===== config.mk =====
export PLATFORM = sky130hd
export DESIGN_NAME = sfpi_top
export DESIGN_NICKNAME = d
export VERILOG_FILES = /design/src/hdl/sfpi_pkg.sv /design/src/hdl/sfpi_buf2.sv /design/src/hdl/sfpi_sync.sv /design/src/hdl/sfpi_top.sv
export SDC_FILE = /design/constraint.sdc
export NUM_CORES = 1
export LEC_CHECK = 0
export BUFFER_PORTS_ARGS = -buffer_cell sky130_fd_sc_hd__buf_2
export CAP_MARGIN = 30
export CORE_UTILIZATION = 61
export CTS_CLUSTER_SIZE = 10
export DETAILED_ROUTE_END_ITERATION = 10
export GPL_ROUTABILITY_DRIVEN = 0
export PLACE_DENSITY = 0.9
export SLEW_MARGIN = 20
export SYNTH_ARGS = -nofsm -noshare
export SYNTH_HDL_FRONTEND = slang
export SYNTH_HIERARCHICAL = 1
export SYNTH_SLANG_ARGS = --single-unit

===== constraint.sdc =====
create_clock -name clock -period 4.1 [get_ports clock]
set_clock_uncertainty 0.15 [all_clocks]
set_input_delay 0 -clock clock [delete_from_list [all_inputs] [get_ports clock]]
set_output_delay 0 -clock clock [all_outputs]
set_load 0.02 [all_outputs]

===== src/hdl/sfpi_pkg.sv =====
// Contract
// - Serial output bits change after each falling edge of the serial clock.
// - Serial input bits are captured on each rising edge of the serial clock.
// - Parallel port samples on rising edge and drives on falling edge.
// - Select low means active; select high deselects and floats serial output.
// - Commands are ignored until a select falling edge follows power-up.
// - Standby only when deselected and no internal write operation is busy.
// - Pause low suspends transfer, floats output, ignores input and clock.
// - Protect low refuses program or erase inside the protected area.
// - High voltage on protect pin selects accelerated programming mode.
// - Link runs in mode 0 or mode 3 only.
// - Information moves in whole bytes of eight bits.
package sfpi_pkg;

    // ------------------------------------------------------------
    // Link framing
    // ------------------------------------------------------------
    localparam int unsigned SFPI_BYTE_BITS = 8;
    localparam logic [2:0] SFPI_BIT_LAST = 3'h7;
    localparam logic [2:0] SFPI_BIT_FIRST = 3'h0;
    localparam logic [7:0] SFPI_BYTE_RESET = 8'h00;
    localparam logic [7:0] SFPI_IDLE_FILL = 8'hFF;

    // ------------------------------------------------------------
    // Link states
    // ------------------------------------------------------------
    typedef enum logic [3:0] {
        SFPI_ST_LOCKED = 4'h1,
        SFPI_ST_IDLE = 4'h2,
        SFPI_ST_XFER = 4'h4,
        SFPI_ST_PAUSE = 4'h8
    } sfpi_state_t;

endpackage


===== src/hdl/sfpi_buf2.sv =====
`timescale 1ns/1ps
// Two-entry buffer with valid and ready on both sides.
module sfpi_buf2 #(
    parameter int unsigned WIDTH = 8
) (
    input wire logic clock,
    input wire logic reset,
    input wire logic in_valid,
    output logic in_ready,
    input wire logic [WIDTH-1:0] in_data,
    output logic out_valid,
    input wire logic out_ready,
    output logic [WIDTH-1:0] out_data
);
    logic [WIDTH-1:0] mem_q [2];
    logic wr_ptr_q;
    logic rd_ptr_q;
    logic [1:0] count_q;
    wire push = in_valid && in_ready;
    wire pop = out_valid && out_ready;

    assign in_ready = (count_q != 2'h2);
    assign out_valid = (count_q != 2'h0);
    assign out_data = mem_q[rd_ptr_q];

    // ------------------------------------------------------------
    // Storage and pointers
    // ------------------------------------------------------------
    // Full and empty come from one count so they never disagree.
    always_ff @(posedge clock) begin
        if (reset) begin
            wr_ptr_q <= 1'b0;
            rd_ptr_q <= 1'b0;
            count_q <= 2'h0;
            mem_q[0] <= '0;
            mem_q[1] <= '0;
        end else begin
            if (push) begin
                mem_q[wr_ptr_q] <= in_data;
                wr_ptr_q <= ~wr_ptr_q;
            end
            if (pop) begin
                rd_ptr_q <= ~rd_ptr_q;
            end
            count_q <= count_q + {1'b0, push} - {1'b0, pop};
        end
    end
endmodule


===== src/hdl/sfpi_sync.sv =====
`timescale 1ns/1ps
// Two-stage synchroniser for a vector of pin levels.
module sfpi_sync #(
    parameter int unsigned WIDTH = 1,
    parameter logic [WIDTH-1:0] INIT = '0
) (
    input wire logic clock,
    input wire logic reset,
    input wire logic [WIDTH-1:0] pin,
    output logic [WIDTH-1:0] level
);
    logic [WIDTH-1:0] meta_q;

    // ------------------------------------------------------------
    // Synchroniser stages
    // ------------------------------------------------------------
    // The first stage is read only by the second stage.
    always_ff @(posedge clock) begin
        if (reset) begin
            meta_q <= INIT;
            level <= INIT;
        end else begin
            meta_q <= pin;
            level <= meta_q;
        end
    end
endmodule


===== src/hdl/sfpi_top.sv =====
`timescale 1ns/1ps
// Pin-level serial link of the flash device. Bytes arriving on the serial
// or parallel inputs are handed to the core through a two-entry buffer;
// bytes the core offers are shifted out. All pins are oversampled by the
// system clock, so the serial clock must stay well below a quarter of it.
module sfpi_top
    import sfpi_pkg::*;
(
    input wire logic clock,
    input wire logic reset,
    input wire logic serial_clk,
    input wire logic device_select_n,
    input wire logic pause_n,
    input wire logic serial_in,
    output logic serial_out,
    output logic serial_out_oe,
    input wire logic [7:0] parallel_io_in,
    output logic [7:0] parallel_io_out,
    output logic [7:0] parallel_io_oe,
    input wire logic parallel_mode,
    input wire logic protect_accel_n,
    input wire logic accel_voltage,
    input wire logic addr_protected,
    input wire logic write_busy,
    output logic rx_valid,
    input wire logic rx_ready,
    output logic [7:0] rx_data,
    output logic rx_first,
    input wire logic tx_valid,
    output logic tx_ready,
    input wire logic [7:0] tx_data,
    output logic selected,
    output logic standby,
    output logic write_refused,
    output logic accel_mode,
    output logic overrun
);
    // ------------------------------------------------------------
    // Pin synchronisers
    // ------------------------------------------------------------
    logic [7:0] pio_s;
    logic sck_s;
    logic cs_n_s;
    logic pause_n_s;
    logic si_s;
    logic wp_n_s;
    logic hv_s;

    // The control stage starts with select low and pause high. A select pin
    // that is already low when reset ends therefore shows no falling edge,
    // so the device stays locked until the controller deselects and then
    // selects it again. Starting high here would invent a select edge as
    // soon as the real pin level arrives.
    sfpi_sync #(.WIDTH(6), .INIT(6'h0E)) u_sync_ctl (
        .clock(clock),
        .reset(reset),
        .pin({serial_clk, device_select_n, pause_n, serial_in,
              protect_accel_n, accel_voltage}),
        .level({sck_s, cs_n_s, pause_n_s, si_s, wp_n_s, hv_s})
    );

    sfpi_sync #(.WIDTH(8), .INIT(8'h00)) u_sync_pio (
        .clock(clock),
        .reset(reset),
        .pin(parallel_io_in),
        .level(pio_s)
    );

    // The serial clock is sampled like data, so each of its levels must
    // last at least two system clocks for both edges to be seen once.

    // ------------------------------------------------------------
    // Edge detection
    // ------------------------------------------------------------
    logic sck_q;
    logic cs_n_q;
    logic sck_rise;
    logic sck_fall;
    logic cs_fall;
    logic cs_rise;

    // Only the edges of the serial clock matter, never its idle level, so
    // mode 0 and mode 3 are handled alike: inputs on rising edges, outputs
    // on falling edges, whichever level the clock rests at.
    // The select history starts low to match its synchroniser.
    always_ff @(posedge clock) begin
        if (reset) begin
            sck_q <= 1'b0;
            cs_n_q <= 1'b0;
        end else begin
            sck_q <= sck_s;
            cs_n_q <= cs_n_s;
        end
    end

    // Clock edges count only while selected and not paused.
    assign sck_rise = sck_s && !sck_q && !cs_n_s && pause_n_s;
    assign sck_fall = !sck_s && sck_q && !cs_n_s && pause_n_s;
    assign cs_fall = !cs_n_s && cs_n_q;
    assign cs_rise = cs_n_s && !cs_n_q;

    // ------------------------------------------------------------
    // Frame state
    // ------------------------------------------------------------
    sfpi_state_t state_q;
    sfpi_state_t state_d;
    logic armed_q;

    // Locked and idle differ only in how they were reached: locked is the
    // state after reset, before the controller has shown a select edge.
    // Keeping them apart makes the power-up rule visible in the encoding.
    // Nothing is accepted until the first select falling edge.
    always_comb begin
        state_d = state_q;
        unique case (state_q)
            SFPI_ST_LOCKED: begin
                if (cs_fall) begin
                    state_d = SFPI_ST_XFER;
                end
            end
            SFPI_ST_IDLE: begin
                if (cs_fall) begin
                    state_d = SFPI_ST_XFER;
                end
            end
            SFPI_ST_XFER: begin
                if (cs_rise) begin
                    state_d = SFPI_ST_IDLE;
                end else if (!pause_n_s) begin
                    state_d = SFPI_ST_PAUSE;
                end
            end
            SFPI_ST_PAUSE: begin
                // Pause only matters while selected; a deselect ends it.
                if (cs_rise) begin
                    state_d = SFPI_ST_IDLE;
                end else if (pause_n_s) begin
                    state_d = SFPI_ST_XFER;
                end
            end
            default: state_d = SFPI_ST_LOCKED;
        endcase
    end

    always_ff @(posedge clock) begin
        if (reset) begin
            state_q <= SFPI_ST_LOCKED;
            armed_q <= 1'b0;
        end else begin
            state_q <= state_d;
            if (cs_fall) begin
                armed_q <= 1'b1;
            end
        end
    end

    wire in_frame = (state_q == SFPI_ST_XFER) && !cs_n_s;
    wire active = in_frame && pause_n_s && armed_q;

    // ------------------------------------------------------------
    // Receive shifter
    // ------------------------------------------------------------
    logic [7:0] rx_sh_q;
    logic [2:0] bit_q;
    logic first_q;
    logic push_q;
    logic [7:0] push_data_q;
    logic push_first_q;
    logic buf_in_ready;
    logic [7:0] rx_sh_next;

    // MSB first: the new bit enters at the bottom.
    assign rx_sh_next = parallel_mode ? pio_s : {rx_sh_q[6:0], si_s};
    wire byte_done = parallel_mode || (bit_q == SFPI_BIT_LAST);

    // A select falling edge clears the bit count, so a byte cut short by a
    // deselect is discarded rather than merged with the next frame.
    // A serial byte completes only after eight rising edges; in parallel mode each rising edge completes one.
    always_ff @(posedge clock) begin
        if (reset || cs_fall) begin
            rx_sh_q <= SFPI_BYTE_RESET;
            bit_q <= SFPI_BIT_FIRST;
            first_q <= 1'b1;
            push_q <= 1'b0;
            push_data_q <= SFPI_BYTE_RESET;
            push_first_q <= 1'b0;
        end else begin
            push_q <= 1'b0;
            if (active && sck_rise) begin
                rx_sh_q <= rx_sh_next;
                bit_q <= byte_done ? SFPI_BIT_FIRST : bit_q + 3'h1;
                if (byte_done) begin
                    push_q <= 1'b1;
                    push_data_q <= rx_sh_next;
                    push_first_q <= first_q;
                    first_q <= 1'b0;
                end
            end
        end
    end

    // ------------------------------------------------------------
    // Receive buffer
    // ------------------------------------------------------------
    // The ninth bit marks the first byte of a frame and rides with it.
    logic [8:0] buf_out_data;
    logic buf_out_valid;
    logic rx_valid_pend;

    sfpi_buf2 #(.WIDTH(9)) u_rx_buf (
        .clock(clock),
        .reset(reset),
        .in_valid(push_q),
        .in_ready(buf_in_ready),
        .in_data({push_first_q, push_data_q}),
        .out_valid(buf_out_valid),
        .out_ready(rx_ready && !rx_valid_pend),
        .out_data(buf_out_data)
    );

    // Output stage register keeps every top output on a flip-flop. A held
    // byte blocks the buffer's read side so it cannot be overwritten.
    assign rx_valid_pend = rx_valid && !rx_ready;

    always_ff @(posedge clock) begin
        if (reset) begin
            rx_valid <= 1'b0;
            rx_data <= SFPI_BYTE_RESET;
            rx_first <= 1'b0;
            overrun <= 1'b0;
        end else begin
            if (!rx_valid_pend) begin
                rx_valid <= buf_out_valid && rx_ready;
                rx_data <= buf_out_data[7:0];
                rx_first <= buf_out_data[8];
            end
            // The link cannot stall, so a full buffer drops the byte.
            if (push_q && !buf_in_ready) begin
                overrun <= 1'b1;
            end else if (cs_fall) begin
                overrun <= 1'b0;
            end
        end
    end

    // ------------------------------------------------------------
    // Transmit shifter
    // ------------------------------------------------------------
    logic [7:0] tx_sh_q;
    logic [2:0] tx_bit_q;
    wire tx_load = active && sck_fall && (parallel_mode ||
                   tx_bit_q == SFPI_BIT_FIRST);

    // The first falling edge of a byte loads the core's word; if the core
    // has nothing ready, ones go out, which the controller reads as idle.
    // The trade-off is that a late core word waits for the next byte.
    // Data moves out on falling edges, MSB first.
    always_ff @(posedge clock) begin
        if (reset || cs_fall) begin
            tx_sh_q <= SFPI_IDLE_FILL;
            tx_bit_q <= SFPI_BIT_FIRST;
            tx_ready <= 1'b0;
        end else begin
            tx_ready <= tx_load && !tx_ready;
            if (active && sck_fall) begin
                if (tx_load) begin
                    tx_sh_q <= tx_valid ? tx_data : SFPI_IDLE_FILL;
                end else begin
                    tx_sh_q <= {tx_sh_q[6:0], 1'b1};
                end
                tx_bit_q <= parallel_mode ? SFPI_BIT_FIRST :
                            tx_bit_q + 3'h1;
            end
        end
    end

    // ------------------------------------------------------------
    // Pin drivers and status
    // ------------------------------------------------------------
    // Every pin output and every status flag but overrun is registered here, one clock after the
    // internal state, so the enables never glitch while a level settles.
    // Standby follows the select pin and the core's busy flag together.
    always_ff @(posedge clock) begin
        if (reset) begin
            serial_out <= 1'b1;
            serial_out_oe <= 1'b0;
            parallel_io_out <= SFPI_BYTE_RESET;
            parallel_io_oe <= SFPI_BYTE_RESET;
            selected <= 1'b0;
            standby <= 1'b1;
            write_refused <= 1'b0;
            accel_mode <= 1'b0;
        end else begin
            serial_out <= tx_sh_q[7];
            serial_out_oe <= active && !parallel_mode;
            parallel_io_out <= tx_sh_q;
            parallel_io_oe <= {SFPI_BYTE_BITS{active && parallel_mode}};
            selected <= !cs_n_s;
            standby <= cs_n_s && !write_busy;
            write_refused <= !wp_n_s && addr_protected;
            accel_mode <= hv_s;
        end
    end
endmodule


==> flow_summary_export.csv, run 1 <==
group,metric,value,unit
run_status,outcome,"finished, final reports clean",
route,first_pass_iters,6,
yosys,syn_inst,426,
critical_path,crit_path_end_kind,"flip-flop",
critical_path,worstPathMaxFanout,10,
yosys,synth-edff-count,18,
global_route,track_usage,26.5,%
critical_path,cp-start-kind,"flip-flop",
floorplan,initial_core_util,64.8,%
clock_network,clkSlewWorstSetupHoldPaths,0.06,ns
sta,period_share,73.8,%
clock_network,clock_latency,0.52,ns
route,wl_per_cell,15.4,µm
route,m1WireLength,3.67,mm
yosys,async_flop_share,0,%
clock_network,cts_resized,0,
job,maxCapViolCount,0,
route,via_per_inst,5.43,
floorplan,die_area,7730,µm²
yosys,synth_cell_types,48,
clock_network,cts_buffers,17,
critical_path,worstPathCellList,"or4b_1, or4_1, nor4b_1, dlygate4sd3_1, o21ai_0",
route,top_layer,"met4",
sta,drv_slew,0,
power_and_ir_drop,powerDensity,528,nW/µm²
yosys,synth_seq_area_share,56.0,%
clock_network,root_buffer,"clkbuf_8",
route,wl_met3,637,µm
cells_and_area,drive_gt1_share,24.9,%
place,hpwlAfterDp,4.77,mm
clock_network,cts_num_sinks,117,
floorplan,chipWidth,87.9,µm
critical_path,worstSetupPathType,"flip-flop to flip-flop",
critical_path,r2r-end,"tx_sh_q[0]$_SDFFE_PP1P_",
yosys,syn-num-nets,461,
global_route,antenna_found_initial,0,
yosys,synth-seq-cells,117,
clock_network,clockBufferDepth,2,
critical_path,cp.required,4.33,ns
power_and_ir_drop,peakVddDrop,0.000413,V
floorplan,fp-row-count,30,
route,ant_nets,0,
yosys,synth_ff_type,"dfxtp_1",
sta,finalSetupTns,0,ns
clock_network,cts_tree,"built",
yosys,synth_area,4500,µm²
floorplan,pin_count,63,
route,drt-total-wl,9.59,mm
cells_and_area,syn_to_final_growth,28.5,%
critical_path,arrival,3.26,ns
floorplan,core_area,6940,µm²
cells_and_area,final_util,83.3,%
critical_path,reg2reg_slack,1.07,ns
sta,tightest_slew,0.779,ns
yosys,yosys.area.top_type,"dfxtp_1",
sta,setup_viol,0,
sta,fmax,331,MHz
critical_path,r2r_start,"state_q[3]$_SDFFE_PP0P_",
sta,rsz0062_at_grt,"no",
sta,fin_crit,3.03,ns
min_path,worstHoldStart,"serial_in",
clock_network,post_cts_buffers,0,
route,wl_met2,4.82,mm
clock_network,htreeDepth,4,
yosys,yosys-top-cells-area,"dfxtp_1 44%, edfxtp_1 12%, nor2_1 3.9%",
global_route,grt_pass1_vias,3312,
yosys,synth_top_area_share,44.0,%
route,drc_errors,0,
global_route,grt_pass1_wl,14.8,mm
critical_path,max_stage_delay,0.71,ns
route,drt-initial-drc-count,193,
yosys,syn_area_per_cell,10.6,µm²
route,vias,3381,
critical_path,cpMaxStageDelayCell,"or4b_1",
global_route,grt_max_degree,79,
critical_path,worst_r2r_path_depth,5,
sta,hold_violations,0,
sta,relSlewSlack,47.6,%
place,portBuffers,62,
min_path,holdPathStages,3,
power_and_ir_drop,p_leak,2.27,nW
cells_and_area,nets,549,
min_path,holdCritPathClass,"primary input to flip-flop",
yosys,synth_warnings,6,
min_path,holdPathEnd,"u_sync_ctl/meta_q[2]$_SDFF_PP1_",
floorplan,die_h,87.9,µm
global_route,grt_overflow_total,0,
cells_and_area,diodes,0,
power_and_ir_drop,totalPowerFinal,3.06,mW
[cells by family after synthesis]
family	count (synthesis)	share of synthesized area (%)
xor gates and xnor gates	4	0.778
AOI/OAI and AO/OA	55	8.14
buffers and inverters	39	4.78
muxes	24	5.59
DFF	117	56.0
adders and majority gates	6	1.67
and+or+nand+nor	181	23.0
[flip-flops by register name, indices dropped and copies added, names as in the netlist, 2 cells and up, named ones only]
name               cells
bit_q                  3
parallel_io_out        8
push_data_q            8
rx_data                8
rx_sh_q                7
state_q                4
tx_bit_q               3
tx_sh_q                8
u_rx_buf/count_q       2
u_rx_buf/mem_q        18
u_sync_ctl/level       6
u_sync_ctl/meta_q      6
u_sync_pio/level       8
u_sync_pio/meta_q      8
[final cells by class]
type | count | area [µm²]
sequential | 117 | 2520
timing repair buffer | 101 | 698
clock inverter | 15 | 235
tap | 96 | 120
fill | 348 | 1160
inverter | 7 | 26.3
clock buffer | 17 | 414
multi-input combinational | 270 | 1770
[metrics by stage]
step	hold WS [ns]	instance area, µm²	setup slack, ns	cells
final	0.0516	5780	1.07	623
after global routing	0.0495	5780	0.927	623
after CTS	0.0106	5750	1.22	620
after detailed placement	0.0281	4760	1.49	554
after global placement	0.0257	4760	1.60	554
after floorplan	-0.0784	4500	1.67	426
[worst max-delay path by stage]
stage / slack, ns / endpoint / start / depth (start not counted)
6_report: 1.07 / tx_sh_q[0]$_SDFFE_PP1P_ / state_q[3]$_SDFFE_PP0P_ / 5
5_1_grt: 0.93 / tx_sh_q[0]$_SDFFE_PP1P_ / state_q[3]$_SDFFE_PP0P_ / 5
4_1_cts: 1.22 / tx_sh_q[0]$_SDFFE_PP1P_ / state_q[3]$_SDFFE_PP0P_ / 5
3_5_place_dp: 1.49 / first_q$_SDFFE_PP1P_ / state_q[1]$_SDFFE_PP0P_ / 4
3_3_place_gp: 1.60 / first_q$_SDFFE_PP1P_ / state_q[1]$_SDFFE_PP0P_ / 4
2_1_floorplan: 1.67 / tx_bit_q[2]$_SDFFE_PP0P_ / state_q[3]$_SDFFE_PP0P_ / 7
[cells in the final DEF (no fill, tap or decap), types with 4 or more instances in the layout]
| cell | count |
|---|---|
| a211oi_1 | 17 |
| a21oi_1 | 17 |
| a2bb2oi_1 | 8 |
| and2b_2 | 6 |
| buf_2 | 62 |
| bufinv_16 | 6 |
| clkbuf_16 | 16 |
| clkinvlp_4 | 4 |
| dfxtp_1 | 99 |
| dlygate4sd3_1 | 35 |
| edfxtp_1 | 18 |
| ha_1 | 6 |
| inv_1 | 7 |
| mux2_2 | 9 |
| mux2i_1 | 15 |
| nand2_1 | 27 |
| nand2b_1 | 24 |
| nor2_1 | 47 |
| nor2b_1 | 25 |
| nor2b_2 | 7 |
| nor3_1 | 4 |
| nor4_1 | 4 |
| o21ai_0 | 6 |
| or2_1 | 6 |
| or2_2 | 4 |
[worst max-delay path, delay by kind of cell (launching register included)]
kind	cells	cell delay, ns
DFF	1	0.39
AOI/OAI and AO/OA	1	0.07
buffers and inverters	1	0.58
and+or+nand+nor	3	1.69
[timing repair]
action,4_1_cts,5_1_grt
setup endpoints to repair,0,0
endpoints found under the hold margin,57,4
hold buffers,34,1
[per-layer routing]
metal	up-vias	track usage, %
li1	1612	-
met1	1552	26.8
met5	-	0
met2	169	45.7
met4	0	18.2
met3	48	9.61
[power breakdown]
part / switching (mW) / internal [mW]
Sequential: 0.0257 / 1.21
Combinational: 0.101 / 0.103
Clock: 0.516 / 1.10
[Yosys cell counts (2+ instances only)]
cell type,count
dfxtp_1,99
nor2_1,47
nand2_1,27
nor2b_1,25
nand2b_1,24
a21oi_1,18
edfxtp_1,18
a211oi_1,17
clkbuf_1,16
mux2i_1,15
mux2_2,9
a2bb2oi_1,8
buf_4,7
inv_1,7
nor2b_2,7
and2b_2,6
ha_1,6
o21ai_0,6
or2_1,6
buf_6,5
buf_2,4
nor3_1,4
nor4_1,4
or2_2,4
nand3_1,3
nor4b_1,3
xnor2_1,3
a21o_1,2
nand3b_1,2
nor3b_1,2
nor4_2,2
or3_1,2
or4_1,2
or4b_1,2
Note: power is estimated with default switching activity, not from simulation.
==> run 2, diff against run 1 <==
CORE_UTILIZATION = 51   (was 61)
PLACE_DENSITY = 0.81   (was 0.9)
clock period = 2.45 ns   (was 4.1 ns; I/O delays follow)
==> run 2 against run 1 <==
Sequential share of layout area is 0.20 points lower; critical path depth stayed put; total power is 60% higher; largest power group unchanged; worst hold slack better by 0.011 ns; sequential power is 67% higher.
==> flow_summary_export.csv, run 2 (synthesis results as in run 1) <==
group,metric,value,unit
route,drt-initial-drc-count,174,
cells_and_area,final_cell_mix,"99 x dfxtp_1, 62 x buf_2, 47 x nor2_1, 35 x dlygate4sd3_1, 27 x nand2_1",
cells_and_area,final_common_cell,"dfxtp_1",
sta,fin_crit,2.25,ns
cells_and_area,fillers,588,
floorplan,die_h,96.0,µm
clock_network,htreeDepth,4,
sta,drv_slew,0,
place,preCtsSetupSlack,0.244,ns
power_and_ir_drop,p_seq_share,42.3,%
sta,fmax,445,MHz
global_route,grt_overflow_total,0,
clock_network,clockBufferDepth,2,
floorplan,die_area,9210,µm²
cells_and_area,nets,558,
global_route,antenna_found_initial,0,
route,wl_per_cell,13.5,µm
critical_path,cp-start-kind,"flip-flop",
clock_network,cts_num_sinks,117,
sta,setup_viol,0,
power_and_ir_drop,sw_frac_of_total,21.5,%
route,via_per_inst,5.09,
global_route,track_usage,20.8,%
route,drt-total-wl,8.66,mm
critical_path,crit_start,"state_q[3]$_SDFFE_PP0P_",
floorplan,pin_count,63,
critical_path,worstPathCellList,"or4b_1, or4_1, buf_4, or3b_1, a21oi_1",
power_and_ir_drop,p_leak,2.30,nW
power_and_ir_drop,p_sw,1.05,mW
place,portBuffers,62,
global_route,grt_max_degree,40,
clock_network,post_cts_buffers,0,
sta,tightest_slew,0.523,ns
route,vias,3261,
critical_path,max_stage_delay,0.54,ns
cells_and_area,drive_gt1_share,26.1,%
route,drc_errors,0,
sta,period_share,91.8,%
critical_path,arrival,2.53,ns
place,hpwlAfterDp,5.22,mm
power_and_ir_drop,p_int,3.83,mW
run_status,outcome,"finished, final reports clean",
clock_network,cts_tree,"built",
clock_network,clkSlewWorstSetupHoldPaths,0.06,ns
cells_and_area,final_area,5810,µm²
critical_path,worstPathMaxFanout,9,
clock_network,root_buffer,"clkbuf_8",
job,maxCapViolCount,0,
min_path,holdCritPathClass,"primary input to flip-flop",
power_and_ir_drop,power_frac_clock,50.8,%
clock_network,clock_latency,0.51,ns
global_route,grt_pass1_wl,14.4,mm
power_and_ir_drop,power_frac_comb,6.9,%
critical_path,cpMaxStageDelayCell,"or4b_1",
sta,relSlewSlack,65.0,%
power_and_ir_drop,powerDensity,840,nW/µm²
sta,hold_violations,0,
floorplan,fp-row-count,33,
min_path,worstHoldStart,"pause_n",
critical_path,r2r_start,"state_q[3]$_SDFFE_PP0P_",
sta,fin_ws,0.202,ns
cells_and_area,diodes,0,
floorplan,initial_core_util,53.7,%
cells_and_area,largest_reg_flops,18,
power_and_ir_drop,peakVddDrop,0.000704,V
cells_and_area,regMostFlops,"u_rx_buf/mem_q",
critical_path,cp.required,2.73,ns
power_and_ir_drop,totalPowerFinal,4.88,mW
global_route,grt_pass1_vias,3159,
critical_path,worstSetupPathType,"flip-flop to flip-flop",
cells_and_area,syn_to_final_growth,29.1,%
clock_network,cts_buffers,17,
place,place_area,4850,µm²
sta,finalSetupTns,0,ns
floorplan,core_area,8380,µm²
route,ant_nets,0,
sta,rsz0062_at_grt,"no",
route,first_pass_iters,5,
floorplan,chipWidth,96.0,µm
critical_path,crit_path_end_kind,"flip-flop",
-- run 2: final timing paths --
path | endpoint | slack, ns | cells after the start
worst max-delay path | tx_bit_q[1]$_SDFFE_PP0P_ | 0.20 | 5
worst min-delay path | u_sync_ctl/meta_q[3]$_SDFF_PP1_ | 0.06 | 3
worst max register to register | tx_bit_q[1]$_SDFFE_PP0P_ | 0.20 | 5
worst min register to register | write_refused$_SDFF_PP0_ | 0.25 | 1
-- run 2: what timing repair did --
item | CTS | global route
setup endpoints to repair | 0 | 0
hold buffers | 35 | 0
resized for setup | 0 | 0
endpoints found under the hold margin | 69 | 0
-- run 2: through the flow --
| stage | hold WS [ns] | std cells | utilization, % |
|---|---|---|---|
| 3_3_place_gp | 0.0256 | 574 | 57.9 |
| 3_5_place_dp | 0.0304 | 574 | 57.9 |
| 5_1_grt | 0.0640 | 641 | 69.3 |
| 4_1_cts | 0.0410 | 641 | 69.3 |
| 6_report | 0.0626 | 641 | 69.3 |
| 2_1_floorplan | -0.0784 | 426 | - |
-- run 2: area by class of cell --
class | instances | area, µm² | area share [%]
Clock buffer | 21 | 460 | 7.92
Clock inverter | 11 | 148 | 2.54
Sequential cell | 117 | 2520 | 43.4
Timing Repair Buffer | 110 | 758 | 13.0
Multi-Input combinational cell | 270 | 1760 | 30.4
Tap cell | 105 | 131 | 2.26
Inverter | 7 | 26.3 | 0.452
-- run 2: worst max-delay path, delay by kind of cell (launching register included) --
| family | cells | cell delay [ns] |
|---|---|---|
| flip-flops | 1 | 0.31 |
| AO/OA/AOI/OAI | 1 | 0.15 |
| buffers and inverters | 1 | 0.19 |
| AND/OR/NAND/NOR | 3 | 1.37 |
-- run 2: routing by layer --
metal | share of wire, % | wire (µm) | GRT usage (%)
met5 | 0 | 0 | 0
met2 | 52 | 4520 | 36.5
met3 | 3.6 | 312 | 6.79
met1 | 42 | 3670 | 23.8
met4 | 1.7 | 148 | 7.21
-- run 2: power groups by stage --
stage | sequential [mW] | combinational (mW) | clock [mW]
after floorplan | 2.12 | 0.193 | 0
after detailed placement | 2.10 | 0.289 | 0
final | 2.06 | 0.339 | 2.48
after global placement | 2.10 | 0.282 | 0
after CTS | 2.07 | 0.338 | 2.50
after global routing | 2.08 | 0.373 | 2.59
